--- src/inc/dwe_pkg.sv ---
// Constants and carrier types for the three-channel width-adapting DMA core
// Functional notes
// - Adapt each item between peripheral and memory widths, one read and one write.
// - Narrow source goes to low bits of destination, upper bits zero.
// - Halfword into word is zero-extended, destination steps by four.
// - Wider source into byte destination keeps only the low byte.
// - Word into halfword destination keeps low halfword, destination steps by two.
// - Source and destination addresses step independently by their own item size.
// - Byte writes replicate the byte on all four lanes, size says byte.
// - Halfword writes replicate the halfword on both halves, size says halfword.
// - A bus error response on any access is a transfer error of the active channel.
// - A transfer error in read or write phase switches the channel off.
// - A transfer error sets the error flag; interrupt only when its enable is set.
// - Each channel has half, complete and error flags with their own enables.
// - With a count of one the half flag never sets; complete sets at end.
// - Each of three channels can select any of the peripheral request lines.
// - Half flag sets at half the items moved, complete flag at count zero.
// - Enabled half, complete and error conditions are ORed into one channel interrupt.
// - Global flag sets on any event; flags clear only on a software clear pulse.
package dwe_pkg;
    localparam int NUM_CH = 3;
    localparam int NUM_REQ = 26;
    localparam int REQ_SEL_W = 5;
    localparam int CNT_W = 16;
    localparam logic [1:0] WIDTH_BYTE = 2'h0;
    localparam logic [1:0] WIDTH_HALF = 2'h1;
    localparam logic [1:0] WIDTH_WORD = 2'h2;
    localparam logic [31:0] STEP_BYTE = 32'h1;
    localparam logic [31:0] STEP_HALF = 32'h2;
    localparam logic [31:0] STEP_WORD = 32'h4;
    localparam logic [31:0] MASK_BYTE = 32'h0000_00ff;
    localparam logic [31:0] MASK_HALF = 32'h0000_ffff;
    localparam logic [31:0] MASK_WORD = 32'hffff_ffff;
    localparam logic [1:0] HTRANS_IDLE = 2'h0;
    localparam logic [1:0] HTRANS_NONSEQ = 2'h2;
    localparam logic HRESP_ERROR = 1'h1;
    localparam logic [31:0] ADDR_RST = 32'h0;
    localparam logic [CNT_W-1:0] CNT_RST = 16'h0;
    localparam logic [CNT_W-1:0] CNT_ONE = 16'h1;
    localparam logic [CNT_W-1:0] CNT_ZERO = 16'h0;

    typedef struct packed {
        logic [REQ_SEL_W-1:0] req_sel;
        logic mem_to_periph;
        logic [1:0] periph_item_width;
        logic [1:0] mem_item_width;
        logic periph_addr_step_on;
        logic mem_addr_step_on;
        logic xfer_error_irq_on;
        logic half_done_irq_on;
        logic xfer_done_irq_on;
        logic [31:0] periph_addr;
        logic [31:0] mem_addr;
        logic [CNT_W-1:0] item_count;
    } dwe_cfg_type;

    typedef struct packed {
        logic chan_any_event_flag;
        logic xfer_error_flag;
        logic half_done_flag;
        logic xfer_done_flag;
    } dwe_flags_type;

    localparam dwe_flags_type FLAGS_RST = 4'h0;
endpackage

--- src/rtl/dwe_dma_core.sv ---
// Three-channel DMA core with width adaptation, lane replication and event flags
`timescale 1ns/1ns
module dwe_dma_core
(
    input wire logic i_clk,
    input wire logic i_rst_n,
    input dwe_pkg::dwe_cfg_type [dwe_pkg::NUM_CH-1:0] i_cfg,
    input wire logic [dwe_pkg::NUM_CH-1:0] i_chan_on_set,
    input wire logic [dwe_pkg::NUM_CH-1:0] i_chan_off,
    input dwe_pkg::dwe_flags_type [dwe_pkg::NUM_CH-1:0] i_event_clear,
    input wire logic [dwe_pkg::NUM_REQ-1:0] i_periph_req,
    input wire logic i_hready,
    input wire logic i_hresp,
    input wire logic [31:0] i_hrdata,
    output logic [31:0] o_haddr,
    output logic [1:0] o_htrans,
    output logic o_hwrite,
    output logic [2:0] o_hsize,
    output logic [31:0] o_hwdata,
    output logic [dwe_pkg::NUM_CH-1:0] o_chan_on,
    output dwe_pkg::dwe_flags_type [dwe_pkg::NUM_CH-1:0] o_flags,
    output logic [dwe_pkg::NUM_CH-1:0] o_chan_irq,
    output logic [dwe_pkg::NUM_CH-1:0][dwe_pkg::CNT_W-1:0] o_chan_remaining_count,
    output logic [dwe_pkg::NUM_CH-1:0] o_chan_ack
);
    import dwe_pkg::*;

    typedef enum logic [4:0] {
        ST_IDLE = 5'h01,
        ST_RD_ADDR = 5'h02,
        ST_RD_DATA = 5'h04,
        ST_WR_ADDR = 5'h08,
        ST_WR_DATA = 5'h10
    } dwe_state_type;

    dwe_state_type state;
    logic [1:0] act;
    logic [NUM_CH-1:0] err_oh;
    logic [NUM_CH-1:0][31:0] cur_periph;
    logic [NUM_CH-1:0][31:0] cur_mem;
    logic [NUM_CH-1:0][CNT_W-1:0] total;
    logic [NUM_CH-1:0] pend;
    logic [1:0] grant;
    wire busy_settle = (|o_chan_ack) | (|err_oh);
    wire [NUM_CH-1:0] act_oh = NUM_CH'(3'h1 << act);
    wire dwe_cfg_type cfg_a = i_cfg[act];
    wire dwe_cfg_type cfg_g = i_cfg[grant];

    // Source and destination follow the direction bit of the channel
    wire [31:0] src_addr_g = cfg_g.mem_to_periph ? cur_mem[grant] : cur_periph[grant];
    wire [1:0] src_w_g = cfg_g.mem_to_periph ? cfg_g.mem_item_width : cfg_g.periph_item_width;
    wire [31:0] dst_addr_a = cfg_a.mem_to_periph ? cur_periph[act] : cur_mem[act];
    wire [1:0] src_w_a = cfg_a.mem_to_periph ? cfg_a.mem_item_width : cfg_a.periph_item_width;
    wire [1:0] dst_w_a = cfg_a.mem_to_periph ? cfg_a.periph_item_width : cfg_a.mem_item_width;

    // Pick the item out of its byte lane, then keep only the source width
    wire [31:0] rd_shift = i_hrdata >> {o_haddr[1:0], 3'h0};
    wire [31:0] src_mask = (src_w_a == WIDTH_BYTE) ? MASK_BYTE :
                           (src_w_a == WIDTH_HALF) ? MASK_HALF : MASK_WORD;
    wire [31:0] item = rd_shift & src_mask;
    wire [31:0] next_wdata = (dst_w_a == WIDTH_BYTE) ? {4{item[7:0]}} :
                             (dst_w_a == WIDTH_HALF) ? {2{item[15:0]}} :
                             item;

    wire acc_done = i_hready;
    wire acc_err = i_hready & (i_hresp == HRESP_ERROR);

    // Fixed priority toward the lowest channel number
    always_comb
    begin
        grant = 2'h0;
        for (int k = NUM_CH - 1; k >= 0; k--)
        begin
            if (pend[k])
            begin
                grant = 2'(k);
            end
        end
    end

    always_ff @(posedge i_clk or negedge i_rst_n)
    begin
        if (!i_rst_n)
        begin
            state <= ST_IDLE;
            act <= 2'h0;
            o_haddr <= ADDR_RST;
            o_htrans <= HTRANS_IDLE;
            o_hwrite <= 1'h0;
            o_hsize <= 3'h0;
            o_hwdata <= ADDR_RST;
            o_chan_ack <= '0;
            err_oh <= '0;
        end
        else
        begin
            o_chan_ack <= '0;
            err_oh <= '0;
            unique case (state)
                ST_IDLE:
                begin
                    // Wait for the channel registers to settle after an item
                    if ((|pend) && !busy_settle)
                    begin
                        act <= grant;
                        o_haddr <= src_addr_g;
                        o_htrans <= HTRANS_NONSEQ;
                        o_hwrite <= 1'h0;
                        o_hsize <= {1'h0, src_w_g};
                        state <= ST_RD_ADDR;
                    end
                end
                ST_RD_ADDR:
                begin
                    if (acc_done)
                    begin
                        o_htrans <= HTRANS_IDLE;
                        state <= ST_RD_DATA;
                    end
                end
                ST_RD_DATA:
                begin
                    if (acc_err)
                    begin
                        err_oh <= act_oh;
                        state <= ST_IDLE;
                    end
                    else if (acc_done)
                    begin
                        o_haddr <= dst_addr_a;
                        o_htrans <= HTRANS_NONSEQ;
                        o_hwrite <= 1'h1;
                        o_hsize <= {1'h0, dst_w_a};
                        o_hwdata <= next_wdata;
                        state <= ST_WR_ADDR;
                    end
                end
                ST_WR_ADDR:
                begin
                    if (acc_done)
                    begin
                        o_htrans <= HTRANS_IDLE;
                        state <= ST_WR_DATA;
                    end
                end
                ST_WR_DATA:
                begin
                    if (acc_err)
                    begin
                        err_oh <= act_oh;
                        state <= ST_IDLE;
                    end
                    else if (acc_done)
                    begin
                        o_chan_ack <= act_oh;
                        state <= ST_IDLE;
                    end
                end
            endcase
        end
    end

    genvar c;
    generate
        for (c = 0; c < NUM_CH; c++)
        begin : g_chan
            wire dwe_cfg_type cfg = i_cfg[c];
            wire item_ok = o_chan_ack[c];
            wire err = err_oh[c];
            // Out-of-range selections never request
            wire req = (cfg.req_sel < REQ_SEL_W'(NUM_REQ)) ? i_periph_req[cfg.req_sel] : 1'h0;
            wire [CNT_W-1:0] next_remain = o_chan_remaining_count[c] - CNT_ONE;
            wire [31:0] p_step = !cfg.periph_addr_step_on ? ADDR_RST :
                                 (cfg.periph_item_width == WIDTH_BYTE) ? STEP_BYTE :
                                 (cfg.periph_item_width == WIDTH_HALF) ? STEP_HALF : STEP_WORD;
            wire [31:0] m_step = !cfg.mem_addr_step_on ? ADDR_RST :
                                 (cfg.mem_item_width == WIDTH_BYTE) ? STEP_BYTE :
                                 (cfg.mem_item_width == WIDTH_HALF) ? STEP_HALF : STEP_WORD;
            wire last = item_ok & (next_remain == CNT_ZERO);
            wire half_set = item_ok & (total[c] != CNT_ONE) &
                            (next_remain == (total[c] >> 1));
            dwe_flags_type set_ev;
            dwe_flags_type next_flags;
            assign set_ev.xfer_error_flag = err;
            assign set_ev.half_done_flag = half_set;
            assign set_ev.xfer_done_flag = last;
            assign set_ev.chan_any_event_flag = err | half_set | last;
            // Set wins over a clear arriving in the same cycle
            assign next_flags = (o_flags[c] & ~i_event_clear[c]) | set_ev;
            assign pend[c] = o_chan_on[c] & req;

            always_ff @(posedge i_clk or negedge i_rst_n)
            begin
                if (!i_rst_n)
                begin
                    o_chan_on[c] <= 1'h0;
                    cur_periph[c] <= ADDR_RST;
                    cur_mem[c] <= ADDR_RST;
                    total[c] <= CNT_RST;
                    o_chan_remaining_count[c] <= CNT_RST;
                    o_flags[c] <= FLAGS_RST;
                    o_chan_irq[c] <= 1'h0;
                end
                else
                begin
                    o_flags[c] <= next_flags;
                    o_chan_irq[c] <= (next_flags.xfer_error_flag & cfg.xfer_error_irq_on) |
                                     (next_flags.half_done_flag & cfg.half_done_irq_on) |
                                     (next_flags.xfer_done_flag & cfg.xfer_done_irq_on);
                    if (i_chan_on_set[c] && !o_chan_on[c])
                    begin
                        // A zero count never starts the channel
                        o_chan_on[c] <= (cfg.item_count != CNT_ZERO);
                        cur_periph[c] <= cfg.periph_addr;
                        cur_mem[c] <= cfg.mem_addr;
                        total[c] <= cfg.item_count;
                        o_chan_remaining_count[c] <= cfg.item_count;
                    end
                    else
                    begin
                        if (err || i_chan_off[c] || last)
                        begin
                            o_chan_on[c] <= 1'h0;
                        end
                        if (item_ok)
                        begin
                            o_chan_remaining_count[c] <= next_remain;
                            cur_periph[c] <= cur_periph[c] + p_step;
                            cur_mem[c] <= cur_mem[c] + m_step;
                        end
                    end
                end
            end
        end
    endgenerate
endmodule

--- config.mk ---
export PLATFORM = sky130hd
export DESIGN_NAME = dwe_dma_core
export DESIGN_NICKNAME = d
export VERILOG_FILES = /design/src/inc/dwe_pkg.sv /design/src/rtl/dwe_dma_core.sv
export SDC_FILE = /design/constraint.sdc
export NUM_CORES = 1
export LEC_CHECK = 0
export ABC_AREA = 1
export BUFFER_PORTS_ARGS = -buffer_cell sky130_fd_sc_hd__buf_2
export CAP_MARGIN = 15
export CORE_MARGIN = 10
export CORE_UTILIZATION = 50
export CTS_CLUSTER_SIZE = 24
export DETAILED_ROUTE_END_ITERATION = 10
export PLACE_DENSITY = 0.72
export REMOVE_ABC_BUFFERS = 1
export SETUP_SLACK_MARGIN = 0.05
export SYNTH_ARGS = -nofsm -noshare
export SYNTH_HDL_FRONTEND = slang
export SYNTH_SLANG_ARGS = --single-unit
--- constraint.sdc ---
create_clock -name i_clk -period 7 [get_ports i_clk]
set_input_delay 0.7 -clock i_clk [delete_from_list [all_inputs] [get_ports i_clk]]
set_output_delay 0.7 -clock i_clk [all_outputs]
set_load 0.01 [all_outputs]
==> Word level (Yosys, flattened, before mapping) <==
Index checks and enable logic that the tools add are counted.
{ "op_classes": {"add_sub_neg": 9, "n_mul": 0, "div_mod_pow": 0, "order_cmp": 8, "n_eq_ne": 27, "n_shift": 2, "n_mux": 105, "n_bitwise": 46, "n_reduce_logical": 46} }
{ "op_table": {"columns": ["cell", "count"], "rows": [
  ["$mux W32", 25],
  ["$bmux W95 S2", 2],
  ["$bmux W32 S2", 4],
  ["$add A32 B3 Y32", 6],
  ["$mux W90", 2],
  ["$mux W16", 6],
  ["$mux W3", 26],
  ["$pmux W32 S2", 1],
  ["$eq A16 B15 Y1", 3],
  ["$logic_not A16 Y1", 3],
  ["$ne A16 B1 Y1 const B", 3],
  ["$reduce_bool A16 Y1", 3],
  ["$sub A16 B1 Y16 const B", 3],
  ["$mux W5", 7],
  ["$and A32 B32 Y32", 1],
  ["$shr A32 B5 Y32", 1],
  ["$pmux W5 S5", 1],
  ["$and A1 B1 Y1", 22],
  ["$mux W2", 10],
  ["$lt A5 B6 Y1 const B", 3],
  ["$eq A2 B1 Y1 const B", 8],
  ["$logic_not A2 Y1", 8],
  ["$bmux W1 S5", 3],
  ["$lt A5 B5 Y1 const B", 3],
  ["other kinds (30)", 89]
]} }
{ "word_totals": {"regBits": 389, "latchBits": 0, "ram_bits": 0, "romBits": 0, "inputBits": 365, "output_inout_bits": 139, "elab_cells": 282, "memories": 0} }

==> Longest topological paths before layout <==
Gate-level depths: netlist of run 1.
{ "logic_depth": {"word_depth": 12, "mapped_depth": 19, "mapped_depth_nobuf": 19} }

==> Least setup slack after synthesis of run 1 <==
No wires, ideal clock.
{ "synth_timing": {"kind": "input -> register", "startpoint": "in i_cfg[183] (netlist bit)", "endpoint": "reg cur_periph[62] (netlist bit)", "setup_time_ns": 0.087, "arrival_ns": 3.017, "t_required_ns": 6.913, "path_slack_ns": 3.896, "stages": 16, "n_path_buf": 0, "path_cell_list": "nor3_1 -> ha_1 -> inv_1 -> fa_1 -> inv_1 -> nand2_1 -> a21oi_1 -> nand3_1 -> nor3_1 -> nand2_1 -> nor2_1 -> nand2_1 -> nor3_1 -> xor2_1 -> nand2_1 -> o211ai_1"} }
{ "synth_via": {"elab_chain_len": 7, "word_cells_on_any_way": 8, "cone_classes": "add/sub (1); eq/ne (1); mux (5); reduce/logical (1)"} }
{ "synth_rtl": {"columns": ["item", "line", "rtl"], "rows": [
  ["start: declaration", "dwe_dma_core.sv:7", "input dwe_pkg::dwe_cfg_type [dwe_pkg::NUM_CH-1:0] i_cfg,"],
  ["$eq A2 B1 Y1", "dwe_dma_core.sv:175", "(cfg.periph_item_width == WIDTH_HALF) ? STEP_HALF : STEP_WORD;"],
  ["$mux W3", "dwe_dma_core.sv:175", null],
  ["$mux W3 (*)", "dwe_dma_core.sv:174", "(cfg.periph_item_width == WIDTH_BYTE) ? STEP_BYTE :"],
  ["$mux W3 (*)", "dwe_dma_core.sv:173", "wire [31:0] p_step = !cfg.periph_addr_step_on ? ADDR_RST :"],
  ["$add A32 B3 Y32 (*)", "dwe_dma_core.sv:228", "cur_periph[c] <= cur_periph[c] + p_step;"],
  ["$mux W32 (*)", "dwe_dma_core.sv:225", "if (item_ok)"],
  ["$mux W32 (*)", "dwe_dma_core.sv:210", "if (i_chan_on_set[c] && !o_chan_on[c])"],
  ["end signal: indexed assignment", "dwe_dma_core.sv:214", "cur_periph[c] <= cfg.periph_addr;"],
  ["end signal: indexed assignment", "dwe_dma_core.sv:228", null],
  ["end: declaration", "dwe_dma_core.sv:39", "logic [NUM_CH-1:0][31:0] cur_periph;"]
]} }
Every way passes the cells marked *; elsewhere a longest branch is shown, timed or not. The select of a mux whose other input is x is not followed.
A chain may end at the register's enable or synchronous reset.

==> Worst setup path after layout of run 1 <==
{ "layout_timing": {"startpoint": "reg act[0]", "endpoint": "reg o_hwdata[27]"} }
{ "layout_via": {"elab_chain_len": 9, "word_cells_on_any_way": 13, "cone_classes": "eq/ne (2); mux (8); bitwise (1); reduce/logical (2)"} }
{ "layout_rtl": {"columns": ["item", "line", "rtl"], "rows": [
  ["start: declaration", "dwe_dma_core.sv:37", "logic [1:0] act;"],
  ["start signal: assignment", "dwe_dma_core.sv:105", "act <= grant;"],
  ["$bmux W95 S2 (*)", "dwe_dma_core.sv:46", "wire dwe_cfg_type cfg_a = i_cfg[act];"],
  ["$mux W90 (not written as such) (*)", "dwe_dma_core.sv:46", null],
  ["$mux W2", "dwe_dma_core.sv:53", "wire [1:0] src_w_a = cfg_a.mem_to_periph ? cfg_a.mem_item_width : cfg_a.periph_item_width;"],
  ["$eq A2 B1 Y1", "dwe_dma_core.sv:59", "(src_w_a == WIDTH_HALF) ? MASK_HALF : MASK_WORD;"],
  ["$mux W32", "dwe_dma_core.sv:59", null],
  ["$mux W32", "dwe_dma_core.sv:58", "wire [31:0] src_mask = (src_w_a == WIDTH_BYTE) ? MASK_BYTE :"],
  ["$and A32 B32 Y32", "dwe_dma_core.sv:60", "wire [31:0] item = rd_shift & src_mask;"],
  ["$mux W32", "dwe_dma_core.sv:62", "(dst_w_a == WIDTH_HALF) ? {2{item[15:0]}} :"],
  ["$mux W32 (*)", "dwe_dma_core.sv:61", "wire [31:0] next_wdata = (dst_w_a == WIDTH_BYTE) ? {4{item[7:0]}} :"],
  ["end signal: assignment", "dwe_dma_core.sv:134", "o_hwdata <= next_wdata;"],
  ["end: declaration", "dwe_dma_core.sv:19", "output logic [31:0] o_hwdata,"]
]} }
Marks and branches as above.

==> flow_summary_export.csv, run 1 <==
group,metric,value,unit
yosys,synth_top_area_frac,0.351,
global_routing,grt_max_degree,136,
clocking,clk_latency,0.61,ns
timing,min_period_over_period,0.611,
clocking,cts_tree,"done",
global_routing,track_usage,0.356,
floorplanning,start_util,0.508,
layout,drive_gt1_frac,0.146,
clocking,htreeDepth,2,
yosys,synth_edf_count,0,
route,drt_iter0_markers,4177,
timing,finalSetupViolations,0,
timing,worstMarginPinSlew,1.10,ns
global_routing,grt_pass1_vias,29000,
power_and_ir_drop,p_per_area,318,nW/um^2
place,dp_hpwl,88500,um
place,portBuffers,501,
layout,syn_to_final_growth,15.7,%
yosys,syn_area,27500,um^2
timing,fin_setup_tns,0,ns
clocking,cts-buffers-inserted,46,
power_and_ir_drop,ir_drop,0.175,mV
route,viasPerCell,6.03,
critical_path,crit_fanout,69,
place,gp_congestion,1.02,
floorplanning,die-area,64800,um^2
yosys,ys_seq_area_frac,0.352,
layout,instances_no_fill,5112,
yosys,ys.flop_type,"dfrtp_1",
power_and_ir_drop,p_total,0.0101,W
yosys,netlist_instances,3993,
power_and_ir_drop,p_leak,15.4,nW
status,status,"finished clean",
yosys,ys_warn_count,0,
clocking,clockRootBuffer,"clkbuf_16",
global_routing,grt.overflow.total,0,
yosys,yosys.area.top_type,"dfrtp_1",
timing,fin_crit,4.27,ns
hold_path,min_path_type,"in2async",
timing,fin_hold_ws,0.0705,ns
critical_path,start_kind,"flop",
route,drt_first_pass_iters,9,
critical_path,endpoint_kind,"flop",
clocking,ctsLongestPathBuffers,3,
timing,relSlewSlack,0.264,
clocking,cts_setup_buffers,0,
critical_path,startpoint,"act[0]",
layout,nNetsFinal,4771,
yosys,synth_cell_types,55,
floorplanning,boundaryPins,504,
yosys,syn_area_per_cell,6.88,um^2
route,drc,0,
floorplanning,rows,85,
clocking,postCtsHoldBufs,0,
timing,max_freq,0.234,GHz
timing,rsz0062_at_grt,"no",
floorplanning,die_x,254,um
global_routing,antenna_found_initial,10,
route,via_count,30800,
layout,register_area,9690,um^2
critical_path,required,7.50,ns
yosys,synth_area_leaders,"dfrtp_1, nand2_1, inv_1",
route,ant_nets,0,
clocking,cts_resized,0,
route,wl,119000,um
timing,hold_violations,0,
yosys,async_reset_ff_frac,1.00,
layout,multi_input_area,15100,um^2
yosys,yosys_register_bits,387,
timing,slew_violations,0,
place,dp_cells,5024,
run,max-cap-violations,0,
layout,fin_util,0.588,
clocking,numClockSinks,387,
global_routing,grt_pass1_wl,176000,um
critical_path,critical_path_class,"reg2reg",
timing,fin_skew,0.0319,ns
layout,num-fill-cells,5358,
critical_path,r2r_start,"act[0]",
floorplanning,core,54100,um^2
route,wire_per_inst,23.3,um
clocking,path_clk_slew,0.06,ns
critical_path,arrival,4.77,ns
floorplanning,die_h,254,um
flip-flops by register name, summed over array words and instances, names as in the netlist, 5 cells and up:
| register | count |
|---|---|
| total | 48 |
| cur_periph | 96 |
| cur_mem | 96 |
| state | 5 |
| o_haddr | 32 |
| o_hwdata | 32 |
| o_flags | 12 |
| o_chan_remaining_count | 48 |
routing by layer:
| metal | track usage | part of all wire |
|---|---|---|
| met1 | 0.486 | 0.40 |
| met2 | 0.532 | 0.43 |
| met3 | 0.0766 | 0.11 |
| met5 | 0 | 0.00011 |
| met4 | 0.162 | 0.051 |
cells by family (layout without fill, tap and decap cells):
logic type / count (synthesis) / count (layout) / share of synthesized area
XOR/XNOR: 193 / 193 / 0.0615
buffers and inverters: 699 / 1112 / 0.0995
adder cells (fa/ha/maj): 30 / 30 / 0.0153
AO/OA/AOI/OAI: 633 / 633 / 0.151
flip-flops: 387 / 387 / 0.352
AND/OR/NAND/NOR: 2050 / 2050 / 0.320
other: 1 / 11 / 0.000136
final timing paths:
path	slack, ns	cells past startpoint	to
max in group asynchronous	5.43	2	o_hsize[0]
setup / recovery	2.73	14	o_hwdata[27]
min in group i_clk	0.29	2	o_chan_on[0]
setup reg to reg	2.73	14	o_hwdata[27]
hold reg to reg	0.48	2	o_hwdata[0]
hold / removal	0.07	1	o_chan_remaining_count[17]
power breakdown:
part / internal, W / switching, W / leakage, nW
clock network: 0.00139 / 0.00102 / 0.718
logic: 0.00137 / 0.00285 / 9.99
registers: 0.00283 / 0.000663 / 4.70
layout by cell type, fill, tap and decap left out, types with 89 or more instances in the layout:
| master | synthesis | routed |
|---|---|---|
| xor2_1 | 182 | 182 |
| nand4_1 | 141 | 141 |
| nand3_1 | 350 | 350 |
| inv_1 | 481 | 478 |
| o21ai_0 | 135 | 135 |
| o211ai_1 | 104 | 104 |
| buf_2 | 42 | 500 |
| o221ai_1 | 117 | 117 |
| nor2_1 | 369 | 365 |
| dfrtp_1 | 386 | 386 |
| nand2_1 | 1038 | 1035 |
| a21oi_1 | 146 | 145 |
| nor3_1 | 89 | 89 |
cell usage after synthesis (all sizes together) (10+ instances only):
cell type / n
a211oi: 38
a21oi: 146
a221oi: 10
buf: 68
clkbuf: 136
dfrtp: 386
ha: 24
inv: 492
nand2: 1044
nand3: 351
nand4: 141
nor2: 373
nor3: 89
nor4: 39
o211ai: 105
o21ai: 140
o221ai: 117
o22ai: 43
xnor2: 11
xor2: 182
critical path: stages (launching register included):
cell	delay, ns
dfrtp_1	0.44
inv_1	0.08
nand2_2	0.05
buf_4	0.60
inv_1	0.26
buf_4	0.34
a21oi_4	0.18
buf_4	0.64
o21ai_0	0.32
nand2_1	0.47
inv_1	0.27
a21oi_1	0.24
nand3_1	0.12
o21ai_0	0.09
inv_1	0.06
area by class of cell:
cell class | count | area share
diodes | 9 | 0.000708
clock buffers | 68 | 0.0423
clock inverters | 11 | 0.00350
inverters | 495 | 0.0584
multi-input cells | 2908 | 0.475
flip-flops and latches | 387 | 0.305
well taps | 696 | 0.0274
repair buffers | 538 | 0.0883
through the flow:
step                      worst slack [ns]  area (um^2)
final                                 2.73        31800
after floorplan                       1.00        26600
after detailed placement              2.66        30300
after global routing                  2.63        31800
after global placement                2.74        30300
after CTS                             2.93        31800
(Power assumes the default switching activity.)
==> run 2: changes to the inputs <==
clock period = 4.2 ns   (was 7 ns; I/O delays follow)
==> run 2 against run 1 <==
Utilization rose by 0.56 points. Worst setup slack worse by 2.0 ns. Power rose by 68%. Die area is the same. Clock-buffer cell count grew 8. Wire length is 2.0% higher. Non-clock buffer count rose by 26. Clock skew is 0.0040 ns lower. Critical path type unchanged. Highest routed layer unchanged.
==> flow_summary_export.csv, run 2 (synthesis results as in run 1) <==
group,metric,value,unit
floorplanning,die_x,254,um
run,max-cap-violations,0,
power_and_ir_drop,p_int,0.00939,W
layout,largest_registers,"cur_mem (96), cur_periph (96)",
floorplanning,die_h,254,um
layout,final_common_cell,"nand2_1",
route,viasPerCell,6.06,
power_and_ir_drop,p_total,0.0170,W
layout,drive_gt1_frac,0.150,
critical_path,cp_cell_sequence,"ha_1 -> inv_1 -> fa_1 -> inv_1 -> nand2_1 -> a21oi_1 -> nand2_1 -> nor2_1 -> nand2_1 -> nor4_1 -> nand4_1 -> nor2_1 -> xor2_1 -> nand2_1 -> nand3_1",
layout,register_area,9690,um^2
timing,fin_crit,3.52,ns
critical_path,crit_fanout,3,
clocking,htreeDepth,2,
timing,worstMarginPinSlew,0.956,ns
power_and_ir_drop,p_leak,15.6,nW
global_routing,antenna_found_initial,11,
floorplanning,boundaryPins,504,
timing,finalSetupViolations,0,
critical_path,endpoint_kind,"flop",
hold_path,min_path_type,"in2reg",
route,drt_iter0_markers,4189,
route,via_count,31200,
route,wire_per_inst,23.7,um
critical_path,required,4.73,ns
route,drt_first_pass_iters,6,
clocking,path_clk_slew,0.06,ns
floorplanning,die-area,64800,um^2
place,gp_congestion,1.02,
floorplanning,rows,85,
status,status,"finished clean",
critical_path,max_stage_delay,0.60,ns
place,dp_hpwl,91400,um
global_routing,grt_pass1_vias,29400,
floorplanning,start_util,0.508,
route,drc,0,
critical_path,start_kind,"flop",
clocking,clk_latency,0.61,ns
critical_path,critical_path_class,"reg2reg",
critical_path,crit_top_cell,"nand2_1",
layout,syn_to_final_growth,16.8,%
layout,nNetsFinal,4797,
global_routing,grt_max_degree,125,
global_routing,track_usage,0.362,
layout,multi_input_area,15100,um^2
clocking,cts_tree,"done",
timing,relSlewSlack,0.361,
timing,min_period_over_period,0.837,
power_and_ir_drop,switching_power,0.00760,W
critical_path,cp_slowest_cell,"nor4_1",
timing,hold_violations,0,
clocking,cts_setup_buffers,0,
critical_path,critPathBufInv,2,
layout,final_cell_mix,"nand2_1, buf_2, inv_1",
clocking,clockRootBuffer,"clkbuf_16",
power_and_ir_drop,p_per_area,529,nW/um^2
clocking,ctsLongestPathBuffers,3,
critical_path,crit_family,"simple AND/OR/NAND/NOR gates",
power_and_ir_drop,ir_drop,0.334,mV
layout,num-fill-cells,5298,
place,portBuffers,501,
route,ant_nets,0,
power_and_ir_drop,clkPwrFrac,0.239,
timing,fin_hold_ws,0.0341,ns
critical_path,arrival,4.05,ns
power_and_ir_drop,combPwrFrac,0.423,
floorplanning,core,54100,um^2
timing,rsz0062_at_grt,"no",
route,wl,122000,um
power_and_ir_drop,switching_share,0.448,
timing,slew_violations,0,
global_routing,grt_pass1_wl,180000,um
power_and_ir_drop,seqPwrFrac,0.339,
global_routing,grt.overflow.total,0,
timing,fin_skew,0.0279,ns
timing,max_freq,0.284,GHz
clocking,numClockSinks,387,
clocking,cts-buffers-inserted,46,
run 2: cell types whose count changed in the layout (fill, tap and decap cells not counted), moves of 3 or more:
cell | previous run | this run
buf_12 | 1 | 7
buf_4 | 36 | 53
clkbuf_1 | 12 | 16
clkinv_2 | 7 | 1
dlygate4sd3_1 | 0 | 3
clkbuf_8 | 9 | 14
run 2: final timing paths:
check,from,end,slack (ns),cells after the start
worst max-delay path,cur_mem[0],cur_mem[28],0.68,15
worst min-delay path,i_cfg[239],cur_periph[65],0.03,3
worst max register to register,cur_mem[0],cur_mem[28],0.68,15
worst min register to register,o_hwrite,o_hwrite,0.48,2
max in group asynchronous,i_rst_n,o_chan_remaining_count[33],2.76,3
min in group asynchronous,i_rst_n,total[19],0.45,2
run 2: metal layers:
metal / track usage / share of wire / vias to the layer above
met4: 0.184 / 0.055 / 6
met5: 0 / 0.00033 / -
li1: - / - / 14200
met2: 0.537 / 0.43 / 1950
met1: 0.492 / 0.40 / 14700
met3: 0.0784 / 0.11 / 323
run 2: worst reg2reg max path, delay by kind of cell (launching register included):
family	cells	cell delay [ns]
simple gates	9	1.91
xor+xnor	1	0.16
fa+ha+maj	2	0.59
compound gates	1	0.28
buf+inv	2	0.13
flops	1	0.38
run 2: repair_timing:
action,4_1_cts,5_1_grt
endpoints found under the hold margin,89,0
gates resized for setup,0,0
hold buffers,3,0
run 2: through the flow:
stage / setup WS [ns] / area [um^2] / util / std cells / TNS (ns)
after floorplan: -1.80 / 26600 / - / 3790 / -73.03
after global placement: 0.552 / 30600 / 0.565 / 5047 / 0
after detailed placement: 0.451 / 30600 / 0.565 / 5047 / 0
after CTS: 0.841 / 32100 / 0.593 / 5132 / 0
after global routing: 0.497 / 32100 / 0.593 / 5139 / 0
final: 0.683 / 32100 / 0.593 / 5142 / 0
run 2: power groups by stage:
stage                     Clock, W  Combinational (W)  Sequential [W]
after floorplan                  0            0.00413         0.00570
after CTS                  0.00407            0.00702         0.00571
after global routing       0.00423            0.00782         0.00586
after detailed placement         0            0.00697         0.00576
final                      0.00405            0.00718         0.00576
after global placement           0            0.00693         0.00575
run 2: area by class of cell:
class,count,share of cell area
tap,696,0.0271
sequential,387,0.302
antenna,10,0.000779
inverter,495,0.0579
clock inverter,6,0.00238
clock buffer,76,0.0437
timing repair buffer,564,0.0961
multi-input combinational,2908,0.470
